[src/logic/ccp_pkg.sv]
// package for the connection-detection state machine of a reversible port
// assumes one 200 MHz clock shared by both ends of the link
package ccp_pkg;
   localparam int unsigned CLK_MHZ = 200;
   localparam int unsigned DEBOUNCE_US = 100;
   localparam int unsigned DEBOUNCE_CYC = DEBOUNCE_US * CLK_MHZ;
   localparam int unsigned TOGGLE_US = 50;
   localparam int unsigned TOGGLE_CYC = TOGGLE_US * CLK_MHZ;
   localparam int CNT_W = 24;
   localparam logic [CNT_W-1:0] CNT_ONE = 24'h000001;
   localparam logic [CNT_W-1:0] CNT_ZERO = 24'h000000;

   typedef enum logic [1:0] {
      CCP_ROLE_SOURCE,
      CCP_ROLE_SINK,
      CCP_ROLE_DUAL
   } ccp_role_t;

   typedef enum {
      CCP_UNATT_SRC,
      CCP_AW_SRC,
      CCP_ATT_SRC,
      CCP_UNATT_SNK,
      CCP_AW_SNK,
      CCP_ATT_SNK,
      CCP_TRY_SINK,
      CCP_TRYW_SRC
   } ccp_state_t;

   typedef enum {
      CCP_V_UNATT,
      CCP_V_AW,
      CCP_V_ATT
   } ccp_vstate_t;
endpackage

[src/logic/ccp_link_if.sv]
// configuration-channel link between a port and its partner
// every wire is an on-chip level on the shared clock; nothing resolves pulls, each pull is its own wire
`timescale 1ns/1ps
interface ccp_link_if;
   logic port_pull_up;
   logic port_pull_down;
   logic port_vbus_on;
   logic port_vconn_on;
   logic port_id_query;
   logic far_pull_up;
   logic far_pull_down;
   logic far_id_valid;
   logic far_id_vconn_pwr;
   logic far_id_charge_thru;

   modport port (
      output port_pull_up, port_pull_down, port_vbus_on, port_vconn_on, port_id_query,
      input far_pull_up, far_pull_down, far_id_valid, far_id_vconn_pwr, far_id_charge_thru
   );
   modport partner (
      input port_pull_up, port_pull_down, port_vbus_on, port_vconn_on, port_id_query,
      output far_pull_up, far_pull_down, far_id_valid, far_id_vconn_pwr, far_id_charge_thru
   );
endinterface

[src/logic/ccp_port.sv]
// connection-detection state machine of the port: source, sink or dual role
// assumes link inputs arrive from the partner asynchronously and are synchronised here
`timescale 1ns/1ps
////////////////////////////////////////////////////////////////////////////////
module ccp_port
   import ccp_pkg::*;
(
   input wire logic clk_i,
   input wire logic sys_rst_i,
   input wire ccp_role_t role_i,
   input wire logic prefer_sink_i,
   input wire logic capable_sink_i,
   input wire logic vpd_support_i,
   input wire logic vbus_present_i,
   input wire logic [CNT_W-1:0] debounce_cyc_i,
   input wire logic [CNT_W-1:0] toggle_cyc_i,
   output logic attached_source_o,
   output logic attached_sink_o,
   output logic vpd_found_o,
   ccp_link_if.port link
);
   ////////////////////////////////////////////////////////////////////////////////
   logic [1:0] sync_up, sync_dn, sync_vb, sync_idv, sync_idp, sync_idc;
   logic cc_up, cc_dn, vb, idv, idp, idc;

   always_ff @(posedge clk_i) begin
      if (sys_rst_i) begin
         sync_up <= 2'h0;
         sync_dn <= 2'h0;
         sync_vb <= 2'h0;
         sync_idv <= 2'h0;
         sync_idp <= 2'h0;
         sync_idc <= 2'h0;
      end else begin
         sync_up <= {sync_up[0], link.far_pull_up};
         sync_dn <= {sync_dn[0], link.far_pull_down};
         sync_vb <= {sync_vb[0], vbus_present_i};
         sync_idv <= {sync_idv[0], link.far_id_valid};
         sync_idp <= {sync_idp[0], link.far_id_vconn_pwr};
         sync_idc <= {sync_idc[0], link.far_id_charge_thru};
      end
   end
   assign cc_up = sync_up[1];
   assign cc_dn = sync_dn[1];
   assign vb = sync_vb[1];
   assign idv = sync_idv[1];
   assign idp = sync_idp[1];
   assign idc = sync_idc[1];

   ////////////////////////////////////////////////////////////////////////////////
   ccp_state_t state, next_state;
   logic [CNT_W-1:0] cnt, next_cnt;
   logic cc_last, next_cc_last;
   logic vbus_kill, next_vbus_kill;
   logic queried, next_queried;
   logic pu, next_pu, pd, next_pd, vbon, next_vbon, vcon, next_vcon, q, next_q;
   logic att_src, next_att_src, att_snk, next_att_snk, vconn_powered_device, next_vpd;

   function automatic logic [CNT_W-1:0] cnt_load(input logic [CNT_W-1:0] v);
      cnt_load = (v == CNT_ZERO) ? CNT_ONE : v;
   endfunction

   // entry into an unattached, waiting or trial state reloads the timer; sink-side unattached state unless the role is source-only
   function automatic ccp_state_t detach_to(input ccp_role_t r);
      detach_to = (r == CCP_ROLE_SOURCE) ? CCP_UNATT_SRC : CCP_UNATT_SNK;
   endfunction

   logic cc_now, done;

   always_comb begin
      next_state = state;
      next_cnt = (cnt == CNT_ZERO) ? CNT_ZERO : cnt - CNT_ONE;
      next_vbus_kill = vbus_kill;
      next_queried = queried;
      cc_now = (state == CCP_AW_SNK || state == CCP_TRY_SINK) ? cc_up : cc_dn;
      next_cc_last = cc_now;
      done = (cnt == CNT_ZERO);
      case (state)
         CCP_UNATT_SRC: begin
            // a role change made while unattached must not strand the port
            if (role_i == CCP_ROLE_SINK) begin
               next_state = CCP_UNATT_SNK;
               next_cnt = cnt_load(toggle_cyc_i);
            end else if (cc_dn) begin
               next_state = CCP_AW_SRC;
               next_cnt = cnt_load(debounce_cyc_i);
            end else if (role_i == CCP_ROLE_DUAL && done) begin
               next_state = CCP_UNATT_SNK;
               next_cnt = cnt_load(toggle_cyc_i);
            end
            // source-only role simply waits here with power off
         end
         CCP_AW_SRC: begin
            if (!cc_dn) begin
               next_state = detach_to(role_i);
               next_cnt = cnt_load(toggle_cyc_i);
            end else if (cc_now != cc_last) begin
               next_cnt = cnt_load(debounce_cyc_i);
            end else if (done) begin
               if (role_i == CCP_ROLE_DUAL && prefer_sink_i) begin
                  next_state = CCP_TRY_SINK;
               end else begin
                  next_state = CCP_ATT_SRC;
               end
               next_cnt = cnt_load(debounce_cyc_i);
               next_vbus_kill = 1'b0;
               next_queried = 1'b0;
            end
         end
         CCP_ATT_SRC: begin
            if (!cc_dn) begin
               next_state = detach_to(role_i);
               next_cnt = cnt_load(toggle_cyc_i);
            end else if (idv && idp && !idc) begin
               next_vbus_kill = 1'b1;
            end
            if (role_i == CCP_ROLE_DUAL && vpd_support_i && !queried) begin
               next_queried = 1'b1;
            end
         end
         CCP_UNATT_SNK: begin
            // reset lands here, so a source-only port leaves at once
            if (role_i == CCP_ROLE_SOURCE) begin
               next_state = CCP_UNATT_SRC;
               next_cnt = cnt_load(toggle_cyc_i);
            end else if (cc_up) begin
               next_state = CCP_AW_SNK;
               next_cnt = cnt_load(debounce_cyc_i);
            end else if (vb && !capable_sink_i && role_i == CCP_ROLE_SINK) begin
               next_state = CCP_ATT_SNK;
            end else if (role_i == CCP_ROLE_DUAL && done) begin
               next_state = CCP_UNATT_SRC;
               next_cnt = cnt_load(toggle_cyc_i);
            end
            // sink-only role with nothing seen stays here
         end
         CCP_AW_SNK: begin
            if (!cc_up) begin
               next_state = (role_i == CCP_ROLE_DUAL) ? CCP_UNATT_SRC : CCP_UNATT_SNK;
               next_cnt = cnt_load(toggle_cyc_i);
            end else if (cc_now != cc_last) begin
               next_cnt = cnt_load(debounce_cyc_i);
            end else if (done && vb) begin
               next_state = CCP_ATT_SNK;
            end
         end
         CCP_ATT_SNK: begin
            if (!vb) begin
               next_state = CCP_UNATT_SNK;
               next_cnt = cnt_load(toggle_cyc_i);
            end
         end
         CCP_TRY_SINK: begin
            // partner pull-up keeps us here; it attaches once VBUS follows
            if (cc_up && done && vb) begin
               next_state = CCP_ATT_SNK;
            end else if (!cc_up && done) begin
               next_state = CCP_TRYW_SRC;
               next_cnt = cnt_load(debounce_cyc_i);
            end
         end
         CCP_TRYW_SRC: begin
            if (cc_dn && done) begin
               next_state = CCP_ATT_SRC;
               next_vbus_kill = 1'b0;
               next_queried = 1'b0;
            end else if (!cc_dn && done) begin
               next_state = CCP_UNATT_SNK;
               next_cnt = cnt_load(toggle_cyc_i);
            end
         end
         default: begin
            next_state = detach_to(role_i);
         end
      endcase
      // outputs follow the state being entered so they settle with it
      next_pu = (next_state == CCP_UNATT_SRC || next_state == CCP_AW_SRC ||
                 next_state == CCP_ATT_SRC || next_state == CCP_TRYW_SRC);
      next_pd = !next_pu;
      next_vbon = (next_state == CCP_ATT_SRC) && !next_vbus_kill;
      next_vcon = (next_state == CCP_ATT_SRC);
      next_q = (next_state == CCP_ATT_SRC) && next_queried && !next_vbus_kill;
      next_att_src = (next_state == CCP_ATT_SRC);
      next_att_snk = (next_state == CCP_ATT_SNK);
      next_vpd = (next_state == CCP_ATT_SRC) && next_vbus_kill;
   end

   always_ff @(posedge clk_i) begin
      if (sys_rst_i) begin
         state <= CCP_UNATT_SNK;
         cnt <= CNT_ZERO;
         cc_last <= 1'b0;
         vbus_kill <= 1'b0;
         queried <= 1'b0;
         pu <= 1'b0;
         pd <= 1'b1;
         vbon <= 1'b0;
         vcon <= 1'b0;
         q <= 1'b0;
         att_src <= 1'b0;
         att_snk <= 1'b0;
         vconn_powered_device <= 1'b0;
      end else begin
         state <= next_state;
         cnt <= next_cnt;
         cc_last <= next_cc_last;
         vbus_kill <= next_vbus_kill;
         queried <= next_queried;
         pu <= next_pu;
         pd <= next_pd;
         vbon <= next_vbon;
         vcon <= next_vcon;
         q <= next_q;
         att_src <= next_att_src;
         att_snk <= next_att_snk;
         vconn_powered_device <= next_vpd;
      end
   end

   assign link.port_pull_up = pu;
   assign link.port_pull_down = pd;
   assign link.port_vbus_on = vbon;
   assign link.port_vconn_on = vcon;
   assign link.port_id_query = q;
   assign attached_source_o = att_src;
   assign attached_sink_o = att_snk;
   assign vpd_found_o = vconn_powered_device;
endmodule

[src/flat_wrapper.sv]
// flat-port wrapper written by rule: the top's interface ports become plain ports
module ccp_port_flat import ccp_pkg::*;
  (clk_i, sys_rst_i, role_i, prefer_sink_i, capable_sink_i, vpd_support_i, vbus_present_i, debounce_cyc_i, toggle_cyc_i, attached_source_o, attached_sink_o, vpd_found_o, link_port_pull_up, link_port_pull_down, link_port_vbus_on, link_port_vconn_on, link_port_id_query, link_far_pull_up, link_far_pull_down, link_far_id_valid, link_far_id_vconn_pwr, link_far_id_charge_thru);
  ccp_link_if link_i ();
  input wire logic clk_i;
  input wire logic sys_rst_i;
  input wire ccp_role_t role_i;
  input wire logic prefer_sink_i;
  input wire logic capable_sink_i;
  input wire logic vpd_support_i;
  input wire logic vbus_present_i;
  input wire logic [CNT_W-1:0] debounce_cyc_i;
  input wire logic [CNT_W-1:0] toggle_cyc_i;
  output logic attached_source_o;
  output logic attached_sink_o;
  output logic vpd_found_o;
  output wire logic [$bits(link_i.port_pull_up)-1:0] link_port_pull_up;
  output wire logic [$bits(link_i.port_pull_down)-1:0] link_port_pull_down;
  output wire logic [$bits(link_i.port_vbus_on)-1:0] link_port_vbus_on;
  output wire logic [$bits(link_i.port_vconn_on)-1:0] link_port_vconn_on;
  output wire logic [$bits(link_i.port_id_query)-1:0] link_port_id_query;
  input wire logic [$bits(link_i.far_pull_up)-1:0] link_far_pull_up;
  input wire logic [$bits(link_i.far_pull_down)-1:0] link_far_pull_down;
  input wire logic [$bits(link_i.far_id_valid)-1:0] link_far_id_valid;
  input wire logic [$bits(link_i.far_id_vconn_pwr)-1:0] link_far_id_vconn_pwr;
  input wire logic [$bits(link_i.far_id_charge_thru)-1:0] link_far_id_charge_thru;
  assign link_port_pull_up = link_i.port_pull_up;
  assign link_port_pull_down = link_i.port_pull_down;
  assign link_port_vbus_on = link_i.port_vbus_on;
  assign link_port_vconn_on = link_i.port_vconn_on;
  assign link_port_id_query = link_i.port_id_query;
  assign link_i.far_pull_up = link_far_pull_up;
  assign link_i.far_pull_down = link_far_pull_down;
  assign link_i.far_id_valid = link_far_id_valid;
  assign link_i.far_id_vconn_pwr = link_far_id_vconn_pwr;
  assign link_i.far_id_charge_thru = link_far_id_charge_thru;
  ccp_port u_core (.clk_i(clk_i), .sys_rst_i(sys_rst_i), .role_i(role_i), .prefer_sink_i(prefer_sink_i), .capable_sink_i(capable_sink_i), .vpd_support_i(vpd_support_i), .vbus_present_i(vbus_present_i), .debounce_cyc_i(debounce_cyc_i), .toggle_cyc_i(toggle_cyc_i), .attached_source_o(attached_source_o), .attached_sink_o(attached_sink_o), .vpd_found_o(vpd_found_o), .link(link_i));
endmodule
[config.mk]
export PLATFORM = sky130hd
export DESIGN_NAME = ccp_port_flat
export DESIGN_NICKNAME = d
export VERILOG_FILES = /design/src/logic/ccp_pkg.sv /design/src/logic/ccp_link_if.sv /design/src/logic/ccp_port.sv /design/src/flat_wrapper.sv
export SDC_FILE = /design/constraint.sdc
export NUM_CORES = 1
export LEC_CHECK = 0
export BUFFER_PORTS_ARGS = -buffer_cell sky130_fd_sc_hd__buf_2
export CAP_MARGIN = 40
export CORE_MARGIN = 3
export CORE_UTILIZATION = 30
export DETAILED_ROUTE_END_ITERATION = 8
export PLACE_DENSITY = 0.48
export SLEW_MARGIN = 20
export SYNTH_ARGS = -nofsm -noshare
export SYNTH_HDL_FRONTEND = slang
export SYNTH_SLANG_ARGS = --single-unit
[constraint.sdc]
create_clock -name clk_i -period 4.5 [get_ports clk_i]
set_input_delay 0.225 -clock clk_i [delete_from_list [all_inputs] [get_ports clk_i]]
set_output_delay 0.225 -clock clk_i [all_outputs]
set_load 0.01 [all_outputs]
==> results of run 1 <==
## power groups by stage
stage	Clock, mW	Sequential, mW	Combinational [mW]
2_1_floorplan	0	0.911	1.69
3_3_place_gp	0	0.965	2.49
3_5_place_dp	0	0.968	2.48
6_report	0.729	0.958	2.61
5_1_grt	0.757	0.966	2.77
4_1_cts	0.736	0.952	2.50
## logic make-up after synthesis
group	after synthesis
other cells	1
simple gates	449
buf+inv	108
mux	12
fa+ha+maj	1
compound gates	381
flops	78
xor+xnor	17
## registers in the layout (all words and copies together), names as in the netlist
register                    count
u_core.state                   32
u_core.cnt                     24
u_core.sync_dn                  2
u_core.sync_idc                 2
u_core.sync_idp                 2
u_core.sync_idv                 2
u_core.sync_up                  2
u_core.sync_vb                  2
u_core.attached_sink_o          1
u_core.cc_last                  1
u_core.link.port_id_query       1
u_core.link.port_pull_down      1
u_core.link.port_pull_up        1
u_core.link.port_vbus_on        1
u_core.link.port_vconn_on       1
u_core.queried                  1
u_core.vbus_kill                1
u_core.vpd_found_o              1
## per-stage QoR
step | instances | util | worst slack [ps] | hold slack, ps
2_1_floorplan | 1075 | - | 1760 | 353
3_3_place_gp | 1428 | 0.342 | 943 | 422
3_5_place_dp | 1429 | 0.342 | 934 | 421
4_1_cts | 1445 | 0.354 | 906 | 80.9
5_1_grt | 1446 | 0.355 | 668 | 94.1
6_report | 1446 | 0.355 | 788 | 86.2
## critical path, stage by stage (launching register included)
cell and delay [ps]:
dfxtp_1 310, buf_4 200, nor2b_1 650, nand4_1 480, a31oi_1 770, buf_4 270
nor2_1 50, a21oi_1 130, nor4_1 80, a221oi_1 580
## synthesized netlist by cell type (10+ instances only)
cell / count / share of area
nor4_4: 11 / 0.031
nor2_1: 97 / 0.049
mux2i_1: 10 / 0.013
nand4_1: 22 / 0.018
buf_2: 18 / 0.012
a31oi_1: 35 / 0.029
clkbuf_1: 65 / 0.033
a21o_1: 11 / 0.011
a21oi_1: 73 / 0.049
nor4_1: 30 / 0.025
inv_1: 16 / 0.0080
nor3_1: 31 / 0.021
nand2_1: 107 / 0.054
a22oi_1: 25 / 0.025
or4_1: 16 / 0.016
nand2b_1: 11 / 0.0092
o211ai_1: 10 / 0.010
or3_1: 10 / 0.0084
o21ai_0: 72 / 0.048
a221oi_1: 19 / 0.022
a211oi_1: 14 / 0.014
nand3_1: 34 / 0.023
nor2b_1: 21 / 0.018
dfxtp_1: 78 / 0.21
## final timing paths
check / end / depth (start not counted) / slack [ps]
setup / recovery: u_core.cnt[16] / 9 / 790
hold / removal: u_core.sync_idc[0] / 2 / 90
setup reg to reg: u_core.cnt[16] / 9 / 790
hold reg to reg: u_core.sync_vb[1] / 1 / 430
## routing by layer
| layer | wire length [um] | up-vias | global-route usage |
|---|---|---|---|
| li1 | - | 4145 | - |
| met1 | 15400 | 4431 | 0.369 |
| met2 | 16100 | 795 | 0.419 |
| met3 | 5170 | 196 | 0.0840 |
| met4 | 2770 | 0 | 0.163 |
| met5 | 0 | - | 0 |
## cell type report
class,count,area [um^2]
sequential,78,1560
multi-input combinational,889,5580
fill,2665,15700
inverter,16,60.1
clock inverter,7,58.8
clock buffer,9,225
tap,324,405
timing repair buffer,123,757
==> results by group, run 1 <==
Status
  – Status: complete, no violations

Critical path
  – Worst path required time: 4680 ps
  – Critical Path AT: 3890 ps
  – R2R Path Start: u_core.state[1]
  – Crit path capture type: flip-flop
  – Worst-path maximum fanout: 15
  – Crit path launch: u_core.state[1]
  – Kind of critical path: reg2reg
  – Worst Setup Start Kind: flip-flop

Cells and area
  – Post-Layout Inst Area: 0.00865 mm^2
  – Most frequent cells in the layout: 107 x nand2_1, 96 x nor2_1, 76 x dfxtp_1
  – Share of layout cells above drive strength 1: 0.175
  – Ant diodes: 0
  – Area grow syn2layout: 15.6%
  – Commonest non-fill, non-tap cell in the layout: nand2_1
  – # nets final: approximately 1.2k

STA
  – Fin. max-slew vios: 0
  – Worst Skew: 15.0 ps
  – Setup violations, final: 0
  – Crit path time final: around 3700 ps
  – Hold Vio Cnt, Final: 0
  – Final Cycle Share: 0.825
  – Worst-margin pin slew: 897 ps
  – Unrepaired setup endpoints after global routing: false
  – Maximum operating frequency: 269 MHz
  – Setup TNS: 0 ps
  – Max-slew headroom: 0.400

Yosys
  – Primary FF master, synth: dfxtp_1
  – Synth Area in Compound Gates: 0.351
  – Largest family of logic cells by synthesized area: compound AO/OA/AOI/OAI gates
  – Async SR Flop Fraction: 0
  – Synth cell types: 92
  – Synth Area in Adders: 0.00167
  – Post-Synthesis Cell Area: around 0.0075 mm^2
  – EDFF count, synth: 0
  – Sequential element share of the synthesized area: 0.209
  – Yosys reg bits: 78
  – Yosys warns: 0
  – Syn avg cell area: 7.15 um^2
  – Post-synthesis mux area share: 0.0164
  – Mapped Cells: roughly 1.0k
  – Area share of xor/xnor cells in the synthesized design: 0.0199
  – Simple logic cell fraction of the synthesized area: 0.341

Placement
  – DP HPWL: 28.3 mm
  – GPL Wtd Cong: about 1.0
  – Placed Instance Area: 0.00835 mm^2
  – Port Buffer Count: 68

Clock tree
  – Worst-path clk slew: 70 ps
  – Max clock buf depth: 2
  – Clock sink count: 78
  – Htree depth: 3
  – Root Buffer: clkbuf_16
  – Cts bufs inserted: 9
  – Clock Latency Late Sink: 360 ps
  – CTS tree: done
  – Cts hold-fix bufs: 0
  – Post-CTS sizing: 0
  – Setup Buffers After CTS: 0

Route
  – DR vias/cell: 6.62
  – Total routed wirelength: 39.4 mm
  – DR iter-0 viols: 1624
  – Vias: between 9k and 10k
  – Antenna Nets Post-Route: 0
  – Drt drc: 0
  – Routed WL per cell: 27.2 um
  – Total iterations of the first detailed-routing run: 6

GRT
  – Total Routing Usage GR: 0.285
  – Grt total ovfl: 0
  – First-pass GRT wire length: 57.5 mm
  – Pin count of the biggest net entering global routing: 41
  – Initial antenna violation count: 0
  – Vias in the first global route: 8940

Power and ir drop
  – Sequential share of power: 0.223
  – Worst VDD drop: 0.000241 V
  – Pwr dens: 497 mW/mm^2
  – Clock power share: 0.170
  – Comb power frac: 0.607
  – Psw: 2.28 mW
  – Leak: 3.23 nW
  – Tot Pwr: 4.30 mW
  – Internal: between 2 and 2.5 mW
  – Switch share: 0.530

Floorplan
  – DIE WIDTH: 164 um
  – Initial Utilization: 0.307
  – Die area: 0.0269 mm^2
  – IO Pins: 69
  – Core outline area: between 0.02 and 0.025 mm^2
  – Chip Height: approximately 160 um
  – Rows: 57

Worst hold path
  – HP Class: in2reg
  – Hold path start: link_far_id_charge_thru

Flow run
  – Max Cap Viol: 0
Note: power is estimated with default switching activity, not from simulation.
==> run 2, diff against run 1 <==
clock period = 3.85 ns   (was 4.5 ns; I/O delays follow)
==> results by group, run 2 (same netlist as run 1, synthesis figures left out) <==
Route
  – DR vias/cell: 6.60 (was 6.62)
  – Total iterations of the first detailed-routing run: 7 (was 6)
  – Drt drc: 0 (unchanged)
  – Vias: 9635 (was 9567)
  – Total routed wirelength: 40.7 mm (was 39.4 mm)
  – Routed WL per cell: 27.9 um (was 27.2 um)
  – DR iter-0 viols: 1509 (was 1624)
  – Antenna Nets Post-Route: 0 (unchanged)

Critical path
  – Cell family with most CP delay: simple AND/OR/NAND/NOR gates (was compound AO/OA/AOI/OAI gates)
  – Critical Path AT: 3880 ps (was 3890 ps)
  – Worst-path maximum fanout: 9 (was 15)
  – Highest cell delay on the worst timing path: 790 ps (was 770 ps)
  – Critical path buffer and inverter count: 1 (was 2)
  – Crit-path cells: nor4_2, nand3_2, buf_4, nor4_4, nand3_1, nand2_1, a2111oi_0, a31oi_1 (was buf_4, nor2b_1, nand4_1, a31oi_1, buf_4, nor2_1, a21oi_1, nor4_1, a221oi_1)
  – Worst Setup Start Kind: flip-flop (unchanged)
  – Crit path capture type: flip-flop (unchanged)
  – CP max-delay cell: nor4_4 (was a31oi_1)
  – Kind of critical path: reg2reg (unchanged)
  – Worst path required time: 4140 ps (was 4680 ps)

STA
  – Hold_ws: 49.7 ps (was 86.2 ps)
  – Worst Skew: 18.9 ps (was 15.0 ps)
  – Unrepaired setup endpoints after global routing: false (unchanged)
  – Hold Vio Cnt, Final: 0 (unchanged)
  – Fin. max-slew vios: 0 (unchanged)
  – Final Cycle Share: 0.934 (was 0.825)
  – Crit path time final: 3600 ps (was 3710 ps)
  – Max-slew headroom: 0.400 (about the same)
  – Final WS setup: 254 ps (was 788 ps)
  – Setup TNS: 0 ps (unchanged)
  – Setup violations, final: 0 (unchanged)
  – Maximum operating frequency: 278 MHz (was 269 MHz)
  – Worst-margin pin slew: 892 ps (was 897 ps)

Power and ir drop
  – Psw: 2.66 mW (was 2.28 mW)
  – Leak: 3.29 nW (was 3.23 nW)
  – Tot Pwr: 5.04 mW (was 4.30 mW)
  – Internal: 2.38 mW (was 2.02 mW)
  – Clock power share: 0.174 (was 0.170)
  – Pwr dens: 575 mW/mm^2 (was 497 mW/mm^2)
  – Sequential share of power: 0.219 (was 0.223)
  – Switch share: 0.528 (was 0.530)
  – Worst VDD drop: 0.000260 V (was 0.000241 V)
  – Comb power frac: 0.607 (about the same)

Cells and area
  – Most flop-heavy register: u_core.state (unchanged)
  – # nets final: 1192 (was 1179)
  – Final Util: 0.360 (was 0.355)
  – Register Area: 0.00156 mm^2 (unchanged)
  – Max reg flops: 32 (unchanged)
  – Fillers: 2711 (was 2665)
  – Biggest regs: u_core.state (32), u_core.cnt (24) (unchanged)
  – Area grow syn2layout: 17.3% (was 15.6%)
  – Share of layout cells above drive strength 1: 0.185 (was 0.175)
  – Most frequent cells in the layout: 107 x nand2_1, 96 x nor2_1, 76 x dfxtp_1 (unchanged)
  – Commonest non-fill, non-tap cell in the layout: nand2_1 (unchanged)
  – Multi-input logic area: 0.00558 mm^2 (about the same)

Worst hold path
  – HP Class: in2reg (unchanged)

Clock tree
  – CTS tree: done (unchanged)
  – Root Buffer: clkbuf_16 (unchanged)
  – Worst-path clk slew: 80 ps (was 70 ps)
  – Clock sink count: 78 (unchanged)
  – Cts hold-fix bufs: 0 (unchanged)
  – Max clock buf depth: 2 (unchanged)
  – Cts bufs inserted: 9 (unchanged)
  – Htree depth: 3 (unchanged)
  – Clock Latency Late Sink: 360 ps (about the same)
  – Setup Buffers After CTS: 0 (unchanged)
  – Post-CTS sizing: 0 (unchanged)

GRT
  – First-pass GRT wire length: 59.9 mm (was 57.5 mm)
  – Initial antenna violation count: 1 (was 0)
  – Grt total ovfl: 0 (unchanged)
  – Vias in the first global route: 9043 (was 8940)
  – Total Routing Usage GR: 0.299 (was 0.285)
  – Pin count of the biggest net entering global routing: 36 (was 41)

Floorplan
  – Initial Utilization: 0.307 (unchanged)
  – Core outline area: 0.0244 mm^2 (unchanged)
  – Chip Height: 164 um (unchanged)
  – DIE WIDTH: 164 um (unchanged)
  – Rows: 57 (unchanged)
  – IO Pins: 69 (unchanged)
  – Die area: 0.0269 mm^2 (unchanged)

Placement
  – Port Buffer Count: 68 (unchanged)
  – DP HPWL: 29.3 mm (was 28.3 mm)
  – Place WS: 466 ps (was 934 ps)
  – GPL Wtd Cong: 1.05 (was 1.04)

Flow run
  – Max Cap Viol: 0 (unchanged)

Status
  – Status: complete, no violations (unchanged)
run 2: metal layers:
metal | GRT usage | wire length (um)
met1 | 0.398 | 16000
met2 | 0.426 | 16600
met3 | 0.0789 | 4960
met4 | 0.190 | 3140
met5 | 0 | 8
run 2: final cells by class:
cell class | instances | area share
flip-flops and latches | 78 | 0.178
multi-input cells | 889 | 0.636
inverters | 16 | 0.00685
well taps | 324 | 0.0462
clock inverters | 7 | 0.00713
clock buffers | 9 | 0.0257
diodes | 1 | 0.000285
repair buffers | 136 | 0.0993
run 2: power by group through the flow:
stage                     Clock (mW)  Sequential [mW]  Combinational [mW]
final                          0.877             1.11                3.06
after global routing           0.930             1.13                3.26
after CTS                      0.899             1.10                2.93
after detailed placement           0             1.12                2.91
after global placement             0             1.12                2.94
after floorplan                    0             1.06                1.98
run 2: path summary, 6_finish.rpt:
check             cells after the start                end               from  slack, ps
setup / recovery                      8     u_core.cnt[18]    u_core.state[6]        250
hold / removal                        2  u_core.sync_vb[0]     vbus_present_i         50
setup reg to reg                      8     u_core.cnt[18]    u_core.state[6]        250
hold reg to reg                       1  u_core.sync_dn[1]  u_core.sync_dn[0]        430
run 2: per-stage QoR:
stage	cell area (um^2)	cells
final	8770	1460
after CTS	8770	1459
after global routing	8770	1459
after global placement	8460	1442
after detailed placement	8480	1443
after floorplan	7590	1075
==> run 3, diff against run 2 <==
CORE_MARGIN = 5   (was 3)
CORE_UTILIZATION = 45   (was 30)
PLACE_DENSITY = 0.65   (was 0.48)
==> results by group, run 3 (same netlist as run 1, synthesis figures left out) <==
Route
  – Total iterations of the first detailed-routing run: 9 (was 7)
  – Antenna Nets Post-Route: 0 (unchanged)
  – Total routed wirelength: 38.8 mm (was 40.7 mm)
  – DR vias/cell: 7.21 (was 6.60)
  – Routed WL per cell: 28.4 um (was 27.9 um)
  – DR iter-0 viols: 2006 (was 1509)
  – Vias: 9845 (was 9635)
  – Drt drc: 8 (was 0)

STA
  – Hold Vio Cnt, Final: 0 (unchanged)
  – Final WS setup: 338 ps (was 254 ps)
  – Setup violations, final: 0 (unchanged)
  – Crit path time final: 3510 ps (was 3600 ps)
  – Fin. max-slew vios: 0 (unchanged)
  – Setup TNS: 0 ps (unchanged)
  – Unrepaired setup endpoints after global routing: false (unchanged)
  – Maximum operating frequency: 285 MHz (was 278 MHz)
  – Worst Skew: 15.2 ps (was 18.9 ps)
  – Worst-margin pin slew: 920 ps (was 892 ps)
  – Final Cycle Share: 0.912 (was 0.934)
  – Max-slew headroom: 0.386 (was 0.400)

Floorplan
  – Initial Utilization: 0.454 (was 0.307)
  – DIE WIDTH: 139 um (was 164 um)
  – Chip Height: 139 um (was 164 um)
  – Rows: 47 (was 57)
  – Core outline area: 0.0165 mm^2 (was 0.0244 mm^2)
  – IO Pins: 69 (unchanged)
  – Die area: 0.0193 mm^2 (was 0.0269 mm^2)

Critical path
  – Kind of critical path: reg2reg (unchanged)
  – Worst Setup Start Kind: flip-flop (unchanged)
  – Crit path capture type: flip-flop (unchanged)
  – Worst path required time: 4070 ps (was 4140 ps)
  – Critical Path AT: 3740 ps (was 3880 ps)
  – Worst-path maximum fanout: 9 (unchanged)

Power and ir drop
  – Clock power share: 0.173 (was 0.174)
  – Comb power frac: 0.609 (was 0.607)
  – Tot Pwr: 5.19 mW (was 5.04 mW)
  – Worst VDD drop: 0.000344 V (was 0.000260 V)
  – Psw: 2.71 mW (was 2.66 mW)
  – Sequential share of power: 0.218 (was 0.219)
  – Pwr dens: 595 mW/mm^2 (was 575 mW/mm^2)
  – Internal: 2.48 mW (was 2.38 mW)
  – Switch share: 0.522 (was 0.528)
  – Leak: 3.34 nW (was 3.29 nW)

Clock tree
  – Clock Latency Late Sink: 360 ps (about the same)
  – Htree depth: 3 (unchanged)
  – Max clock buf depth: 2 (unchanged)
  – Root Buffer: clkbuf_16 (unchanged)
  – Cts hold-fix bufs: 0 (unchanged)
  – CTS tree: done (unchanged)
  – Cts bufs inserted: 9 (unchanged)
  – Worst-path clk slew: 70 ps (was 80 ps)
  – Post-CTS sizing: 0 (unchanged)
  – Setup Buffers After CTS: 0 (unchanged)
  – Clock sink count: 78 (unchanged)

Cells and area
  – Area grow syn2layout: 16.6% (was 17.3%)
  – Ant diodes: 0 (was 1)
  – Biggest regs: u_core.state (32), u_core.cnt (24) (unchanged)
  – Most flop-heavy register: u_core.state (unchanged)
  – Share of layout cells above drive strength 1: 0.191 (was 0.185)
  – # nets final: 1202 (was 1192)
  – Most frequent cells in the layout: 107 x nand2_1, 95 x nor2_1, 76 x buf_4, 76 x dfxtp_1, 73 x a21oi_1 (was 107 x nand2_1, 96 x nor2_1, 76 x dfxtp_1)
  – Max reg flops: 32 (unchanged)
  – Commonest non-fill, non-tap cell in the layout: nand2_1 (unchanged)
  – Final Util: 0.530 (was 0.360)

GRT
  – Vias in the first global route: 9048 (was 9043)
  – First-pass GRT wire length: 56.9 mm (was 59.9 mm)
  – Grt total ovfl: 0 (unchanged)
  – Initial antenna violation count: 0 (was 1)
  – Pin count of the biggest net entering global routing: 37 (was 36)
  – Total Routing Usage GR: 0.381 (was 0.299)

Placement
  – Place WS: 498 ps (was 466 ps)
  – Port Buffer Count: 68 (unchanged)
  – DP HPWL: 27.9 mm (was 29.3 mm)
  – GPL Wtd Cong: 1.07 (was 1.05)

Flow run
  – Max Cap Viol: 0 (unchanged)

Worst hold path
  – HP Class: in2reg (unchanged)

Status
  – Status: complete, but fails checks (was complete, no violations)
  – Violated checks: design-rule violations
-- run 3: worst max-delay path, cell delays in order (launching register included) --
cell and delay, ps:
dfxtp_1 360, inv_1 80, ha_1 220, nor4b_1 310
nand4_2 210, buf_4 240, nor2_2 360, a211o_1 560
o32ai_1 190, a221oi_1 360, a311oi_1 90, a221oi_1 390
-- run 3: power by group through the flow --
stage / Clock [mW] / Combinational [mW] / Sequential (mW)
after detailed placement: 0 / 2.98 / 1.14
after global routing: 0.936 / 3.31 / 1.14
after floorplan: 0 / 1.98 / 1.06
after global placement: 0 / 3.03 / 1.13
final: 0.897 / 3.16 / 1.13
after CTS: 0.904 / 3.00 / 1.12
-- run 3: final timing paths --
check,from,end,slack [ps],depth (start not counted)
worst min-delay path,link_far_id_charge_thru,u_core.sync_idc[0],50,2
worst min register to register,u_core.sync_idv[0],u_core.sync_idv[1],440,1
worst max register to register,u_core.cnt[0],u_core.cnt[14],340,11
worst max-delay path,u_core.cnt[0],u_core.cnt[14],340,11
-- run 3: routing by layer --
metal,share of wire,track usage,vias to the layer above
li1,-,-,4192
met1,0.37,0.513,4488
met2,0.40,0.527,933
met3,0.15,0.104,232
met4,0.085,0.259,0
met5,0,0,-
-- run 3: layout make-up --
cell class	count	area [um^2]
clock buffer	10	229
fill	1688	7740
timing repair buffer	146	942
tap	220	275
inverter	16	60.1
clock inverter	6	70.1
sequential	78	1560
multi-input combinational	889	5580
-- run 3: through the flow --
step | std cells | instance area [um^2] | hold WS [ps]
floorplan | 1075 | 7590 | 321
global placement | 1347 | 8400 | 404
detailed placement | 1347 | 8400 | 409
CTS | 1363 | 8700 | 42.4
global route | 1365 | 8720 | 63.3
finish | 1365 | 8720 | 45.2
